===== src/rtl/osc_ctrl_pkg.sv =====
// Package with register map, fields, modes and timing for the oscillator block
package osc_ctrl_pkg;
  localparam logic [7:0] EXT_OSC_CTRL_ADDR = 8'hb1;
  localparam logic [7:0] LF_OSC_CTRL_ADDR = 8'he3;
  localparam logic [7:0] EXT_OSC_CTRL_RESET = 8'h00;
  localparam logic [7:0] LF_OSC_CTRL_RESET = 8'h00;
  localparam int LF_EN_BIT = 7;
  localparam int LF_RDY_BIT = 6;
  localparam int LF_TRIM_LSB = 2;
  localparam int LF_DIV_LSB = 0;
  localparam int XVALID_BIT = 7;
  localparam int XMODE_LSB = 4;
  localparam int XRANGE_LSB = 0;
  localparam logic [1:0] LF_DIV8 = 2'h0;
  localparam logic [1:0] LF_DIV4 = 2'h1;
  localparam logic [1:0] LF_DIV2 = 2'h2;
  localparam logic [1:0] LF_DIV1 = 2'h3;
  localparam logic [2:0] XM_CMOS = 3'h2;
  localparam logic [2:0] XM_CMOS_DIV2 = 3'h3;
  localparam logic [2:0] XM_RC = 3'h4;
  localparam logic [2:0] XM_CAP = 3'h5;
  localparam logic [2:0] XM_XTAL = 3'h6;
  localparam logic [2:0] XM_XTAL_DIV2 = 3'h7;
  localparam logic [1:0] SRC_EXT = 2'h1;
  localparam logic [1:0] SRC_LF = 2'h2;
  localparam int CLK_HZ = 10_000_000;
  localparam int LF_SETTLE_US = 100;
  localparam int LF_SETTLE_CYC = (LF_SETTLE_US * (CLK_HZ / 1_000_000));
  localparam int XTAL_SETTLE_US = 1000;
  localparam int XTAL_SETTLE_CYC = (XTAL_SETTLE_US * (CLK_HZ / 1_000_000));
endpackage : osc_ctrl_pkg


===== src/rtl/lf_div_if.sv =====
// Interface between the control top and the post-scaler
`timescale 1ns/100ps
interface lf_div_if;
  logic run;
  logic [1:0] sel;
  logic tick;
  logic out;
  modport ctrl (output run, output sel, output tick, input out);
  modport div (input run, input sel, input tick, output out);
endinterface : lf_div_if


===== src/rtl/lf_post_scaler.sv =====
// Divide-by-1/2/4/8 post-scaler for the low-frequency clock
`timescale 1ns/100ps
module lf_post_scaler (
  input wire logic clk,
  input wire logic rst_n,
  lf_div_if.div dv
);
  typedef struct packed {
    logic [2:0] cnt;
    logic out;
  } ps_s;
  ps_s q, d;

  always_comb begin
    d = q;
    if (!dv.run) begin
      d.cnt = 3'h0;
      d.out = 1'b0;
    end else if (dv.tick) begin
      d.cnt = q.cnt + 3'h1;
      case (dv.sel)
        osc_ctrl_pkg::LF_DIV8: d.out = d.cnt[2];
        osc_ctrl_pkg::LF_DIV4: d.out = d.cnt[1];
        osc_ctrl_pkg::LF_DIV2: d.out = d.cnt[0];
        default: d.out = 1'b1;
      endcase
    end else if (dv.sel == osc_ctrl_pkg::LF_DIV1) begin
      // Divide by 1 passes each raw tick on as a one-cycle pulse
      d.out = 1'b0;
    end
  end

  always_ff @(posedge clk or negedge rst_n) begin
    if (!rst_n) begin
      q <= '0;
    end else begin
      q <= d;
    end
  end

  assign dv.out = q.out;

  AST_DIV1_PULSE: assert property (
    @(posedge clk) disable iff (!rst_n)
    dv.run && dv.tick && dv.sel == osc_ctrl_pkg::LF_DIV1
    |=> dv.out)
    else $error("Divide by 1 did not follow the tick");
endmodule : lf_post_scaler


===== src/rtl/osc_ctrl.sv =====
// Low-frequency and external oscillator control and status
`timescale 1ns/100ps
// Operation
// - LF control bit 7 enables the low-frequency oscillator.
// - Bits 5-2 are a read/write four-bit trim, about 3% period per step.
// - Divider codes 00, 01, 11 give divide by 8, 4, 1.
// - Divider code 10 gives divide by 2.
// - External bit 7 is read-only crystal valid, only in crystal modes.
// - Mode 00x turns external circuit off; 010 is CMOS clock.
// - Mode 011 is CMOS clock halved.
// - Mode 100 is RC, mode 101 is capacitor.
// - Mode 110 is crystal, 111 is crystal halved.
// - External bit 3 reads zero and ignores writes.
// - Crystal mode takes pins P0.2 and P0.3; RC, C, CMOS take P0.3.
// - Source 01 routes external clock, 10 routes scaled LF clock.
module osc_ctrl #(
  parameter int LF_SETTLE = osc_ctrl_pkg::LF_SETTLE_CYC,
  parameter int XTAL_SETTLE = osc_ctrl_pkg::XTAL_SETTLE_CYC
) (
  input wire logic core_clk,
  input wire logic rst_n,
  input wire logic sfr_wr,
  input wire logic sfr_rd,
  input wire logic [7:0] sfr_addr,
  input wire logic [7:0] sfr_wdata,
  output logic [7:0] sfr_rdata,
  input wire logic [1:0] clk_src_sel,
  input wire logic lf_osc_tick,
  input wire logic ext_clk_edge,
  output logic [1:0] sys_clk_route,
  output logic sys_clk_tick,
  output logic lf_osc_run,
  output logic [3:0] lf_freq_trim,
  output logic ext_osc_enable,
  output logic [2:0] ext_osc_mode_select,
  output logic [2:0] ext_freq_range,
  output logic ext_osc_in_pin_claim,
  output logic ext_osc_out_pin_claim
);
  // ---------------------------------------------------------------
  // Reset release
  // ---------------------------------------------------------------
  logic [1:0] rst_sync_q;
  logic srst_n;
  always_ff @(posedge core_clk or negedge rst_n) begin
    if (!rst_n) begin
      rst_sync_q <= 2'h0;
    end else begin
      rst_sync_q <= {rst_sync_q[0], 1'b1};
    end
  end
  assign srst_n = rst_sync_q[1];

  // ---------------------------------------------------------------
  // State
  // ---------------------------------------------------------------
  typedef enum logic [1:0] {XS_IDLE, XS_WAIT, XS_VALID} xs_e;
  typedef struct packed {
    logic lf_en;
    logic lf_rdy;
    logic [3:0] trim;
    logic [1:0] div;
    logic [2:0] xmode;
    logic [2:0] xrange;
    logic [13:0] lf_cnt;
    logic [13:0] x_cnt;
    xs_e xs;
    logic half;
    logic [7:0] rdata;
    logic [1:0] route;
    logic tick;
    logic pin_in;
    logic pin_out;
  } st_s;
  st_s q, d;

  // ---------------------------------------------------------------
  // Post-scaler
  // ---------------------------------------------------------------
  lf_div_if dvi ();
  lf_post_scaler u_ps (.clk(core_clk), .rst_n(srst_n), .dv(dvi));
  assign dvi.run = q.lf_en && q.lf_rdy;
  assign dvi.sel = q.div;
  assign dvi.tick = lf_osc_tick;

  function automatic logic is_xtal(input logic [2:0] m);
    is_xtal = m[2] && m[1];
  endfunction : is_xtal

  function automatic logic ext_on(input logic [2:0] m);
    ext_on = m[2] || m[1];
  endfunction : ext_on

  logic xvalid;
  assign xvalid = is_xtal(q.xmode) && q.xs == XS_VALID;

  // ---------------------------------------------------------------
  // Next state
  // ---------------------------------------------------------------
  always_comb begin
    d = q;
    d.tick = 1'b0;
    if (sfr_wr && sfr_addr == osc_ctrl_pkg::LF_OSC_CTRL_ADDR) begin
      d.lf_en = sfr_wdata[osc_ctrl_pkg::LF_EN_BIT];
      d.trim = sfr_wdata[osc_ctrl_pkg::LF_TRIM_LSB +: 4];
      d.div = sfr_wdata[osc_ctrl_pkg::LF_DIV_LSB +: 2];
    end
    if (sfr_wr && sfr_addr == osc_ctrl_pkg::EXT_OSC_CTRL_ADDR) begin
      d.xmode = sfr_wdata[osc_ctrl_pkg::XMODE_LSB +: 3];
      d.xrange = sfr_wdata[osc_ctrl_pkg::XRANGE_LSB +: 3];
    end
    // LF settle counter
    if (!q.lf_en) begin
      d.lf_cnt = '0;
      d.lf_rdy = 1'b0;
    end else if (q.lf_cnt >= 14'(LF_SETTLE - 1)) begin
      d.lf_rdy = 1'b1;
    end else begin
      d.lf_cnt = q.lf_cnt + 14'h1;
    end
    // Crystal settle sequence
    case (q.xs)
      XS_IDLE: begin
        d.x_cnt = '0;
        if (is_xtal(q.xmode)) d.xs = XS_WAIT;
      end
      XS_WAIT: begin
        if (!is_xtal(q.xmode)) d.xs = XS_IDLE;
        else if (q.x_cnt >= 14'(XTAL_SETTLE - 1)) d.xs = XS_VALID;
        else d.x_cnt = q.x_cnt + 14'h1;
      end
      XS_VALID: begin
        if (!is_xtal(q.xmode)) d.xs = XS_IDLE;
      end
      default: d.xs = XS_IDLE;
    endcase
    // Read data
    d.rdata = 8'h00;
    if (sfr_rd && sfr_addr == osc_ctrl_pkg::LF_OSC_CTRL_ADDR) begin
      d.rdata = {q.lf_en, q.lf_rdy, q.trim, q.div};
    end else if (sfr_rd && sfr_addr == osc_ctrl_pkg::EXT_OSC_CTRL_ADDR) begin
      d.rdata = {xvalid, q.xmode, 1'b0, q.xrange};
    end
    // Pin ownership
    d.pin_in = is_xtal(q.xmode);
    d.pin_out = ext_on(q.xmode);
    // System clock routing
    d.route = clk_src_sel;
    case (clk_src_sel)
      osc_ctrl_pkg::SRC_EXT: begin
        if (ext_clk_edge && ext_on(q.xmode)) begin
          if (q.xmode == osc_ctrl_pkg::XM_CMOS_DIV2
              || q.xmode == osc_ctrl_pkg::XM_XTAL_DIV2) begin
            d.half = ~q.half;
            d.tick = q.half;
          end else begin
            d.tick = 1'b1;
          end
        end
      end
      osc_ctrl_pkg::SRC_LF: d.tick = dvi.out;
      default: d.tick = 1'b0;
    endcase
  end

  always_ff @(posedge core_clk or negedge srst_n) begin
    if (!srst_n) begin
      q <= '0;
    end else begin
      q <= d;
    end
  end

  // ---------------------------------------------------------------
  // Outputs
  // ---------------------------------------------------------------
  assign sfr_rdata = q.rdata;
  assign sys_clk_route = q.route;
  assign sys_clk_tick = q.tick;
  assign lf_osc_run = q.lf_en;
  assign lf_freq_trim = q.trim;
  assign ext_osc_enable = q.pin_out;
  assign ext_osc_mode_select = q.xmode;
  assign ext_freq_range = q.xrange;
  assign ext_osc_in_pin_claim = q.pin_in;
  assign ext_osc_out_pin_claim = q.pin_out;

  // ---------------------------------------------------------------
  // Checks
  // ---------------------------------------------------------------
  AST_LF_EN_WRITE: assert property (
    @(posedge core_clk) disable iff (!srst_n)
    sfr_wr && sfr_addr == osc_ctrl_pkg::LF_OSC_CTRL_ADDR
    |=> lf_osc_run == $past(sfr_wdata[7]))
    else $error("LF enable did not follow write");
  AST_LF_RDY_CLEAR: assert property (
    @(posedge core_clk) disable iff (!srst_n)
    !q.lf_en |=> !q.lf_rdy)
    else $error("LF ready stayed set while disabled");
  AST_LF_RDY_LATE: assert property (
    @(posedge core_clk) disable iff (!srst_n)
    $rose(q.lf_en) |-> !q.lf_rdy [*2])
    else $error("LF ready rose too soon");
  AST_TRIM_WRITE: assert property (
    @(posedge core_clk) disable iff (!srst_n)
    sfr_wr && sfr_addr == osc_ctrl_pkg::LF_OSC_CTRL_ADDR
    |=> lf_freq_trim == $past(sfr_wdata[5:2]))
    else $error("Trim did not follow write");
  AST_RSVD_ZERO: assert property (
    @(posedge core_clk) disable iff (!srst_n)
    sfr_rd && sfr_addr == osc_ctrl_pkg::EXT_OSC_CTRL_ADDR |=> !sfr_rdata[3])
    else $error("Reserved bit read as one");
  AST_XVALID_MODE: assert property (
    @(posedge core_clk) disable iff (!srst_n)
    sfr_rd && sfr_addr == osc_ctrl_pkg::EXT_OSC_CTRL_ADDR
    && !is_xtal(q.xmode) |=> !sfr_rdata[7])
    else $error("Crystal valid set outside crystal mode");
  AST_PIN_CLAIM: assert property (
    @(posedge core_clk) disable iff (!srst_n)
    q.xmode == osc_ctrl_pkg::XM_RC ##1 q.xmode == osc_ctrl_pkg::XM_RC
    |-> ext_osc_out_pin_claim && !ext_osc_in_pin_claim)
    else $error("RC mode pin claim wrong");
  AST_OFF_NO_TICK: assert property (
    @(posedge core_clk) disable iff (!srst_n)
    clk_src_sel == osc_ctrl_pkg::SRC_EXT && !ext_on(q.xmode)
    |=> !sys_clk_tick)
    else $error("External tick while circuit off");
  AST_DIV2_HALF: assert property (
    @(posedge core_clk) disable iff (!srst_n)
    sys_clk_tick && $past(clk_src_sel) == osc_ctrl_pkg::SRC_EXT
    && $past(q.xmode) == osc_ctrl_pkg::XM_CMOS_DIV2 |-> $past(q.half))
    else $error("Divide by 2 tick on wrong phase");
  AST_ROUTE_FOLLOW: assert property (
    @(posedge core_clk) disable iff (!srst_n)
    1'b1 |=> sys_clk_route == $past(clk_src_sel))
    else $error("Clock route did not follow the selector");
endmodule : osc_ctrl


===== config.mk =====
export PLATFORM = sky130hd
export DESIGN_NAME = osc_ctrl
export DESIGN_NICKNAME = d
export VERILOG_FILES = /design/src/rtl/osc_ctrl_pkg.sv /design/src/rtl/lf_div_if.sv /design/src/rtl/lf_post_scaler.sv /design/src/rtl/osc_ctrl.sv
export SDC_FILE = /design/constraint.sdc
export NUM_CORES = 1
export LEC_CHECK = 0
export BUFFER_PORTS_ARGS = -buffer_cell sky130_fd_sc_hd__buf_2
export CAP_MARGIN = 15
export CORE_MARGIN = 4
export CORE_UTILIZATION = 60
export CTS_CLUSTER_SIZE = 40
export DETAILED_ROUTE_END_ITERATION = 12
export PLACE_DENSITY = 0.84
export SLEW_MARGIN = 0
export SYNTH_ARGS = -nofsm -noshare
export SYNTH_HDL_FRONTEND = slang
export SYNTH_SLANG_ARGS = --single-unit

===== constraint.sdc =====
create_clock -name core_clk -period 2.9 [get_ports core_clk]
set_input_delay 0 -clock core_clk [delete_from_list [all_inputs] [get_ports core_clk]]
set_output_delay 0 -clock core_clk [all_outputs]
set_load 0.05 [all_outputs]

# After elaboration in Yosys (flattened, before gate mapping)
# Index checks and enable logic that the tools add are counted.
# Widths: inputs -> output; s select.
[totals]
ff_bits = 64
latchBits = 0
mem_bits_rw = 0
rom_bits = 0
inputBits = 24
output_inout_bits = 25
n_memories = 0
[classes]
addsub = 3
multipliers = 0
div_mod_pow = 0
n_lt_le_gt_ge = 2
n_eq_ne = 20
shifts = 0
muxes = 22
bitwise = 1
n_reduce_logical = 16
[op_table]
columns = ["op", "count"]
rows = [
  ["$mux 14", 4],
  ["$add 14x1->14 const B", 2],
  ["$pmux 14 s2", 1],
  ["$eq 8x8->1 const B", 2],
  ["$mux 8", 2],
  ["$ge 14x10->1 const B", 1],
  ["$ge 14x14->1 const B", 1],
  ["$ne 2x2->1 const B", 6],
  ["$reduce_and 3->1", 3],
  ["$eq 2x2->1 const B", 4],
  ["$logic_and 1x1->1", 8],
  ["$mux 2", 4],
  ["$eq 2x1->1 const B", 3],
  ["$mux 1", 6],
  ["$ne 3x3->1 const B", 2],
  ["$pmux 2 s3", 1],
  ["$logic_not 2->1", 2],
  ["$mux 4", 1],
  ["$add 3x1->3 const B", 1],
  ["$eq 3x2->1 const B", 1],
  ["$eq 3x3->1 const B", 1],
  ["$mux 3", 1],
  ["$pmux 1 s3", 1],
  ["$logic_or 1x1->1", 2],
  ["other kinds (4)", 4],
]

# Logic depth before layout (Yosys ltp)
# Gate-level depths: netlist of the first run.
[depth]
depth_word = 5
ltp_mapped = 8
depth_no_buf = 6

# Cells and area by module
# From an unflattened synthesis of the first run, not the netlist that was laid out.
[unflattened]
cells_unflattened = 286
area_unflattened_um2 = 3114.2
[modules_own_cells]
columns = ["mod", "n_inst", "cells_per_inst", "area_per_inst_um2"]
rows = [
  ["osc_ctrl", 1, 265, 2890.3],
  ["lf_post_scaler", 1, 21, 224.0],
]

# Worst setup path before layout of the first run
# Ideal clock, no wire load.
[synth_timing]
kind = "register to register"
start = "register q[16] (netlist name)"
end = "register q[23] (netlist name)"
t_arrival_ps = 2176
required_ps = 2822
setup_slack_ps = 647
path_stages_with_launch = 8
path_buffers = 1
path_cell_list = "dfrtp_1 ha_1 and3_1 clkbuf_1 o2111a_1 or3_1 or4_1 a21oi_1"
[synth_between]
elab_chain_len = 4
[synth_rtl]
columns = ["element", "line", "text"]
rows = [
  ["start, declared", "osc_ctrl.sv:75", "st_s q, d;"],
  ["start signal, assigned", "osc_ctrl.sv:168", "q <= '0;"],
  ["start signal, assigned", "osc_ctrl.sv:170", "q <= d;"],
  ["$add 14x1->14", "osc_ctrl.sv:130", "else d.x_cnt = q.x_cnt + 14'h1;"],
  ["$mux 14", "osc_ctrl.sv:129", "else if (q.x_cnt >= 14'(XTAL_SETTLE - 1)) d.xs = XS_VALID;"],
  ["$mux 14", "osc_ctrl.sv:128", "if (!is_xtal(q.xmode)) d.xs = XS_IDLE;"],
  ["$pmux 14 s2", "osc_ctrl.sv:122", "case (q.xs)"],
]
# Parallel ways exist; a longest one is shown, timed or not. The select of a mux whose other input is x is not followed.
# A chain may end at the register's enable or synchronous reset.

# Worst setup path in the final report of the first run
[layout_timing]
start = "register q[22] (netlist name)"
end = "register q[23] (netlist name)"
# Same word-level chain as after synthesis.

==> impl_metrics.py, run 1 <==
metrics = {
    "power_and_ir_drop": {
        "vdd_drop_max_mv": 0.373,
        "clock_power_share": 0.412,
        "p_sw_frac": 0.239,
        "p_int_w": 0.00137,
        "power.switching_w": 0.000433,
        "pwr-share-comb": 0.071,
        "p_leak_nw": 1.77,
        "power_w": 0.00181,
        "p_per_area_nw_per_um2": 513,
        "pwr-share-seq": 0.517,
    },
    "finish": {
        "drive_above_1_share": 0.268,
        "stdcell_area_um2": 3520,
        "fillers": 341,
        "layout_commonest_cell": "dfrtp_1",
        "diodes": 0,
        "fin_nets": 349,
        "stdcell_count": 392,
        "area_growth_pct": 15.5,
        "final_cell_mix": "63 x dfrtp_1, 48 x buf_2, 20 x nor2_1, 17 x nand2_1",
    },
    "grt": {
        "track_usage": 0.213,
        "antenna_found_initial": 0,
        "grt_pass1_wl_um": 10200,
        "grt_max_degree": 50,
        "grt_pass1_vias": 2162,
        "gr-total-overflow": 0,
    },
    "placed_design": {
        "globalplace.congestion": 0.924,
        "dp.cells": 363,
        "place.port_buffers": 48,
        "placed_cell_area_um2": 3200,
        "hpwl_um": 3950,
    },
    "synth": {
        "yosysSeqAreaShare": 0.525,
        "netlist.area_leader.share": 0.525,
        "synth_edf_count": 0,
        "synth_cells": 277,
        "syn-num-nets": 306,
        "yosysWarnings": 0,
        "synth_ff_type": "dfrtp_1",
        "syn_area_per_cell_um2": 11.0,
        "async_flop_share": 1.00,
        "syn_area_um2": 3050,
        "synth_cell_types": 43,
        "ys_seq_elements": 64,
        "netlist_top_cells_area": "dfrtp_1 53%, mux2_2 5.9%, buf_4 5.2%",
        "synth.largest_area_cell": "dfrtp_1",
    },
    "worst_setup_path": {
        "cp-end-kind": "flop",
        "crit_buf_inv": 0,
        "crit_path_start_kind": "flop",
        "crit_type": "flop to flop",
        "crit_family": "simple AND/OR/NAND/NOR gates",
        "required_ns": 3.17,
        "crit_chain": "or4_4 -> o2111a_1 -> or3_1 -> or4_1 -> a21oi_1",
        "cp.arrival_ns": 2.62,
        "crit_slowest_cell": "or4_4",
        "cp_slowest_stage_delay_ns": 0.57,
        "critPathMaxFanout": 5,
    },
    "clock_network": {
        "cts_num_sinks": 64,
        "clk-insertion-delay-late_ns": 0.34,
        "clkTransAtPathRegs_ns": 0.07,
        "ctsRootBufferMaster": "clkbuf_8",
        "cts_setup_buffers": 0,
        "numCtsBuffers": 9,
        "clk_path_buf_depth": 2,
        "htreeDepth": 3,
        "cts_tree": "done",
    },
    "route": {
        "drc": 0,
        "wire_per_inst_um": 15.2,
        "via_per_inst": 5.55,
        "drtIter0Drc": 161,
        "wl_um": 5970,
        "vias": 2175,
        "first_pass_iters": 4,
        "antenna_left": 0,
    },
    "timing": {
        "setup_viol": 0,
        "grt_setup_unrepaired": "false",
        "min_period_over_period": 0.812,
        "holdWs_ns": 0.0274,
        "slew_violations": 0,
        "fin_worst_skew_ns": 0.00766,
        "slew_headroom": 0.331,
        "min_period_ns": 2.36,
        "fmax_mhz": 425,
        "fin_setup_tns_ns": 0,
        "worst_slew_pin_slew_ns": 1.00,
        "finalHoldViolations": 0,
    },
    "die": {
        "dieArea_um2": 6280,
        "io_pins": 49,
        "die_h_um": 79.3,
        "rows": 25,
        "start_util": 0.633,
        "fp.coreArea_um2": 4820,
        "fp.dieW_um": 79.3,
    },
    "hold_path": {
        "holdCritPathClass": "input pin to flop",
    },
    "run_status": {
        "outcome": "finished clean",
    },
    "flow_run": {
        "cap_violations": 0,
    },
}
[worst min-delay path: stages]
cell and delay, ns:
buf_2 0.16, xnor2_1 0.08, nor2_1 0.08
[metrics by stage]
| step | utilization | setup slack, ns |
|---|---|---|
| after global routing | 0.731 | 0.402 |
| after global placement | 0.664 | 0.609 |
| after detailed placement | 0.664 | 0.557 |
| after floorplan | - | 0.647 |
| final | 0.731 | 0.545 |
| after CTS | 0.731 | 0.545 |
[state kept, by name, summed over array words and instances (netlist names), 2 cells and up]
| signal | cells |
|---|---|
| dvi.sel | 2 |
| ext_freq_range | 3 |
| ext_osc_mode_select | 3 |
| lf_freq_trim | 4 |
| q | 32 |
| rst_sync_q | 2 |
| sfr_rdata | 8 |
| sys_clk_route | 2 |
| u_ps.q | 3 |
[routing by layer]
layer	vias to the layer above	GRT usage	share of wire
met5	-	0	0
met4	0	0.108	0.023
met3	12	0.0544	0.063
met2	67	0.341	0.49
met1	1049	0.269	0.42
li1	1047	-	-
[final cells by class]
type                       count  area (µm²)  area share
multi-input combinational    176        1230       0.349
tap                           67        83.8      0.0238
sequential                    64        1600       0.455
timing repair buffer          65         400       0.114
clock inverter                 4        45.0      0.0128
clock buffer                  12         145      0.0412
inverter                       4        15.0     0.00426
[timing repair]
action / CTS / global route
hold buffers: 13 / 0
resized for setup: 0 / 0
endpoints found under the hold margin: 19 / 0
[synthesized netlist by cell type, types with 3 or more instances]
master and instances:
dfrtp_1 64, buf_4 21, nor2_1 20, nand2_1 17, and2_1 16, mux2_2 16
clkbuf_1 12, a22o_1 11, nand3_1 11, xnor2_1 10, nand4_1 7, a21oi_1 6
ha_1 5, mux2i_1 5, and3_1 4, inv_1 4, nor2b_1 4, o21ai_0 4
nor4_1 3, o2111ai_1 3, xor2_1 3
[final timing paths]
kind                                               from                      end  slack [ns]  cells after the start
worst max-delay path                  q[22]$_DFFE_PN0P_        q[23]$_DFFE_PN0P_        0.54                      5
worst min-delay path                        lf_osc_tick    u_ps.q[1]$_DFFE_PN0P_        0.03                      3
worst max register to register        q[22]$_DFFE_PN0P_        q[23]$_DFFE_PN0P_        0.54                      5
worst min register to register  rst_sync_q[0]$_DFF_PN0_  rst_sync_q[1]$_DFF_PN0_        0.36                      0
max in group asynchronous       rst_sync_q[1]$_DFF_PN0_        q[14]$_DFFE_PN0P_        1.72                      1
min in group asynchronous       rst_sync_q[1]$_DFF_PN0_   sfr_rdata[2]$_DFF_PN0_        0.45                      0
[power by group through the flow]
| stage | sequential (W) | clock, W | combinational [W] |
|---|---|---|---|
| finish | 0.000934 | 0.000745 | 0.000128 |
| global route | 0.000939 | 0.000802 | 0.000138 |
| CTS | 0.000936 | 0.000748 | 0.000127 |
| detailed placement | 0.000952 | 0 | 0.000113 |
| global placement | 0.000951 | 0 | 0.000110 |
| floorplan | 0.000953 | 0 | 0.0000800 |
[cell families (layout without fill, tap and decap cells)]
group                      Yosys count  count (layout)  synth area share
adders and majority gates            5               5            0.0205
muxes                               21              21            0.0755
other                                1               1           0.00123
and+or+nand+nor                     97              97             0.170
AOI/OAI and AO/OA                   39              39            0.0981
buffers and inverters               37              85            0.0714
DFF                                 64              64             0.525
xor gates and xnor gates            13              13            0.0374
Power figures use the tool's default switching activity.
==> run 2: changes to the inputs <==
Settings changed: CORE_UTILIZATION 60 to 56, PLACE_DENSITY 0.84 to 0.79.
Clock period 2.9 ns to 2.4 ns, I/O delays scaled along.
==> impl_metrics.py, run 2 (synthesis gave the netlist of run 1 again) <==
metrics = {
    "run_status": {
        "outcome": "finished clean",
    },
    "route": {
        "drc": 0,
        "antenna_left": 0,
        "vias": 2224,
        "first_pass_iters": 4,
        "drtIter0Drc": 145,
        "wl_um": 5900,
        "via_per_inst": 5.57,
        "wire_per_inst_um": 14.8,
    },
    "grt": {
        "track_usage": 0.203,
        "antenna_found_initial": 0,
        "grt_max_degree": 49,
        "grt_pass1_wl_um": 10200,
        "grt_pass1_vias": 2169,
        "gr-total-overflow": 0,
    },
    "worst_setup_path": {
        "cp_slowest_stage_delay_ns": 0.56,
        "crit_slowest_cell": "or4_4",
        "crit_chain": "or4_4 -> o2111a_1 -> or3_4 -> or4_4 -> a21oi_2",
        "required_ns": 2.66,
        "crit_path_start_kind": "flop",
        "rr_worst_depth": 5,
        "cp.arrival_ns": 2.62,
        "crit_type": "flop to flop",
        "cp-end-kind": "flop",
        "r2r_end": "q[23]$_DFFE_PN0P_",
        "crit_top_cell": "or4_4",
        "r2r_slack_ns": 0.04,
        "critPathMaxFanout": 3,
        "worstReg2RegStart": "q[22]$_DFFE_PN0P_",
    },
    "power_and_ir_drop": {
        "p_leak_nw": 1.78,
        "vdd_drop_max_mv": 0.511,
        "p_per_area_nw_per_um2": 582,
        "power_w": 0.00207,
    },
    "timing": {
        "min_period_over_period": 0.984,
        "setup_viol": 0,
        "worst_slew_pin_slew_ns": 0.587,
        "fin_setup_tns_ns": 0,
        "fmax_mhz": 423,
        "fin_worst_skew_ns": 0.00849,
        "slew_violations": 0,
        "slew_headroom": 0.605,
        "min_period_ns": 2.36,
        "grt_setup_unrepaired": "false",
        "finalHoldViolations": 0,
    },
    "finish": {
        "regMostFlops": "q",
        "largest_reg_flops": 32,
        "stdcell_area_um2": 3560,
        "final_cell_mix": "63 x dfrtp_1, 48 x buf_2, 20 x nor2_1, 17 x nand2_1",
        "fin_nets": 354,
        "fin_util": 0.684,
        "drive_above_1_share": 0.286,
        "diodes": 0,
        "area_growth_pct": 16.9,
        "layout_commonest_cell": "dfrtp_1",
    },
    "clock_network": {
        "cts_tree": "done",
        "clk_path_buf_depth": 2,
        "ctsRootBufferMaster": "clkbuf_8",
        "clk-insertion-delay-late_ns": 0.34,
        "htreeDepth": 3,
        "cts_num_sinks": 64,
        "numCtsBuffers": 9,
        "clkTransAtPathRegs_ns": 0.07,
    },
    "die": {
        "die_h_um": 81.8,
        "dieArea_um2": 6690,
        "rows": 26,
        "fp.coreArea_um2": 5200,
        "fp.dieW_um": 81.8,
        "io_pins": 49,
        "start_util": 0.586,
    },
    "placed_design": {
        "globalplace.congestion": 0.851,
        "place.port_buffers": 48,
        "placed_cell_area_um2": 3230,
        "hpwl_um": 3920,
    },
    "hold_path": {
        "hold_start": "lf_osc_tick",
        "holdCritPathClass": "input pin to flop",
        "worstHoldPathCells": 3,
        "hold_end": "u_ps.q[1]$_DFFE_PN0P_",
    },
    "flow_run": {
        "cap_violations": 0,
    },
}
[run 2: per-layer routing]
layer	global-route usage	share of wire
met1	0.254	0.44
met4	0.0864	0.026
met5	0	0
met3	0.0625	0.068
met2	0.327	0.47
[run 2: stage by stage]
step / setup WS, ns / hold slack, ns / cells
after floorplan: 0.147 / -0.296 / 277
after global placement: 0.143 / -0.214 / 368
after detailed placement: 0.0471 / -0.212 / 368
after CTS: 0.0488 / 0.00964 / 396
after global routing: 0.00137 / 0.0276 / 399
final: 0.0381 / 0.0285 / 399
[run 2: worst max-delay path, delay by kind of cell (launching register included)]
family           cells  cell delay, ns
AND/OR/NAND/NOR      3            1.46
flip-flops           1            0.38
AO/OA/AOI/OAI        2            0.45
[run 2: repair_timing]
item / 4_1_cts / 5_1_grt
hold buffers: 13 / 0
resized for setup: 0 / 3
hold endpoints to repair: 19 / 0
endpoints found under the setup margin: 0 / 1
setup buffers: 0 / 3
[run 2: layout make-up]
class                      count  area [µm²]
timing repair buffer          70         450
fill                         394        1640
clock buffer                  12         145
multi-input combinational    176        1240
sequential                    64        1600
tap                           70        87.6
clock inverter                 3        20.0
inverter                       4        15.0
[run 2: power breakdown]
group          internal (W)  switching (W)  leakage, nW
logic             0.0000631       0.000103        0.820
registers           0.00110      0.0000236        0.881
clock network      0.000396       0.000389       0.0785
total               0.00156       0.000516         1.78
[run 2: how the worst max path moves through the flow]
stage                        endpoint              start  slack (ns)  cells after the start
CTS                 q[23]$_DFFE_PN0P_  q[23]$_DFFE_PN0P_        0.05                      5
floorplan           q[23]$_DFFE_PN0P_  q[16]$_DFFE_PN0P_        0.15                      7
detailed placement  q[23]$_DFFE_PN0P_  q[23]$_DFFE_PN0P_        0.05                      5
finish              q[23]$_DFFE_PN0P_  q[22]$_DFFE_PN0P_        0.04                      5
global route        q[23]$_DFFE_PN0P_  q[22]$_DFFE_PN0P_       0.001                      5
global placement    q[23]$_DFFE_PN0P_  q[22]$_DFFE_PN0P_        0.14                      5
==> run 3: changes to the inputs <==
--- a/config.mk
+++ b/config.mk
@@ -8,3 +8,2 @@
 export BUFFER_PORTS_ARGS = -buffer_cell sky130_fd_sc_hd__buf_2
-export CAP_MARGIN = 15
 export CORE_MARGIN = 4
==> constraint.sdc (replaced) <==
create_clock -name core_clk -period 2.4 [get_ports core_clk]
set_input_delay 0.36 -clock core_clk [delete_from_list [all_inputs] [get_ports core_clk]]
set_output_delay 0.36 -clock core_clk [all_outputs]
set_load 0.05 [all_outputs]
==> impl_metrics.py, run 3 (synthesis gave the netlist of run 1 again) <==
metrics = {
    "clock_network": {
        "clkTransAtPathRegs_ns": 0.07,
        "ctsRootBufferMaster": "clkbuf_8",
        "cts_tree": "done",
        "numCtsBuffers": 9,
        "cts_num_sinks": 64,
        "htreeDepth": 3,
        "clk-insertion-delay-late_ns": 0.34,
        "cts_setup_buffers": 0,
        "clk_path_buf_depth": 2,
    },
    "worst_setup_path": {
        "cp.arrival_ns": 2.60,
        "crit_chain": "or4_4 -> o2111a_1 -> or3_4 -> or4_1 -> a21oi_1",
        "cp-end-kind": "flop",
        "required_ns": 2.66,
        "crit_slowest_cell": "or4_4",
        "crit_type": "flop to flop",
        "crit_path_start_kind": "flop",
        "cp_slowest_stage_delay_ns": 0.54,
        "crit_family": "simple AND/OR/NAND/NOR gates",
        "critPathMaxFanout": 4,
        "crit_buf_inv": 0,
    },
    "die": {
        "die_h_um": 81.8,
        "rows": 26,
        "fp.coreArea_um2": 5200,
        "io_pins": 49,
        "start_util": 0.586,
        "fp.dieW_um": 81.8,
        "dieArea_um2": 6690,
    },
    "finish": {
        "stdcell_area_um2": 3430,
        "largest_reg_flops": 32,
        "regMostFlops": "q",
        "layout_commonest_cell": "dfrtp_1",
        "final_cell_mix": "63 x dfrtp_1, 48 x buf_2, 20 x nor2_1, 17 x nand2_1",
        "diodes": 0,
        "area_growth_pct": 12.6,
        "fin_nets": 340,
        "drive_above_1_share": 0.288,
    },
    "timing": {
        "holdWs_ns": 0.153,
        "setup_ws_ns": 0.0608,
        "fin_setup_tns_ns": 0,
        "fin_worst_skew_ns": 0.00933,
        "fmax_mhz": 427,
        "min_period_over_period": 0.975,
        "worst_slew_pin_slew_ns": 0.613,
        "min_period_ns": 2.34,
        "slew_violations": 0,
        "slew_headroom": 0.590,
        "finalHoldViolations": 0,
        "grt_setup_unrepaired": "false",
        "setup_viol": 0,
    },
    "route": {
        "wire_per_inst_um": 14.7,
        "drc": 0,
        "drtIter0Drc": 125,
        "vias": 2132,
        "first_pass_iters": 4,
        "wl_um": 5670,
        "antenna_left": 0,
        "via_per_inst": 5.52,
    },
    "power_and_ir_drop": {
        "p_int_w": 0.00163,
        "power_w": 0.00215,
        "p_leak_nw": 1.73,
        "vdd_drop_max_mv": 0.635,
        "p_sw_frac": 0.245,
        "clock_power_share": 0.411,
        "pwr-share-comb": 0.067,
        "pwr-share-seq": 0.522,
        "p_per_area_nw_per_um2": 627,
        "power.switching_w": 0.000526,
    },
    "placed_design": {
        "placed_cell_area_um2": 3230,
        "place.port_buffers": 48,
        "dp_slack_ns": 0.107,
        "hpwl_um": 4110,
        "globalplace.congestion": 0.839,
    },
    "run_status": {
        "outcome": "finished clean",
    },
    "grt": {
        "track_usage": 0.194,
        "grt_max_degree": 28,
        "antenna_found_initial": 0,
        "gr-total-overflow": 0,
        "grt_pass1_wl_um": 9560,
        "grt_pass1_vias": 2114,
    },
    "hold_path": {
        "holdCritPathClass": "input pin to flop",
    },
    "flow_run": {
        "cap_violations": 0,
    },
}
-- run 3: path summary, 6_finish.rpt --
check	from	endpoint	slack, ns	cells after the start
max in group asynchronous	rst_sync_q[1]$_DFF_PN0_	q[17]$_DFFE_PN0P_	1.42	1
min reg2reg	rst_sync_q[1]$_DFF_PN0_	lf_freq_trim[0]$_DFFE_PN0P_	0.27	0
min in group asynchronous	rst_sync_q[1]$_DFF_PN0_	lf_freq_trim[0]$_DFFE_PN0P_	0.27	0
max reg2reg	q[23]$_DFFE_PN0P_	q[23]$_DFFE_PN0P_	0.06	5
min	clk_src_sel[1]	sys_clk_route[1]$_DFF_PN0_	0.15	1
max	q[23]$_DFFE_PN0P_	q[23]$_DFFE_PN0P_	0.06	5
-- run 3: per-stage QoR --
stage / instances / utilization
after floorplan: 277 / -
after global placement: 369 / 0.620
after detailed placement: 369 / 0.620
after CTS: 386 / 0.658
after global routing: 386 / 0.659
final: 386 / 0.659
-- run 3: cell type report --
| type | count | area, µm² |
|---|---|---|
| Fill cell | 398 | 1770 |
| Sequential cell | 64 | 1600 |
| Clock inverter | 5 | 57.6 |
| Clock buffer | 11 | 131 |
| Timing Repair Buffer | 56 | 303 |
| Multi-Input combinational cell | 176 | 1230 |
| Tap cell | 70 | 87.6 |
| Inverter | 4 | 15.0 |
-- run 3: timing repair --
action	in CTS	in global routing
hold buffers	1	0
endpoints found under the setup margin	0	1
gates resized for setup	0	1
hold endpoints to repair	2	0
-- run 3: power groups by stage --
stage / Clock (W) / Sequential, W / Combinational (W)
2_1_floorplan: 0 / 0.00115 / 0.0000967
6_report: 0.000885 / 0.00112 / 0.000144
3_5_place_dp: 0 / 0.00114 / 0.000143
5_1_grt: 0.000957 / 0.00113 / 0.000156
3_3_place_gp: 0 / 0.00114 / 0.000140
4_1_cts: 0.000903 / 0.00112 / 0.000145
-- run 3: routing by layer --
| layer | part of all wire | global-route usage | routed length, µm | vias up |
|---|---|---|---|---|
| met1 | 0.43 | 0.232 | 2410 | 1044 |
| met5 | 0 | 0 | 0 | - |
| li1 | - | - | - | 1023 |
| met2 | 0.48 | 0.302 | 2730 | 57 |
| met3 | 0.077 | 0.0888 | 438 | 8 |
| met4 | 0.014 | 0.0814 | 79 | 0 |
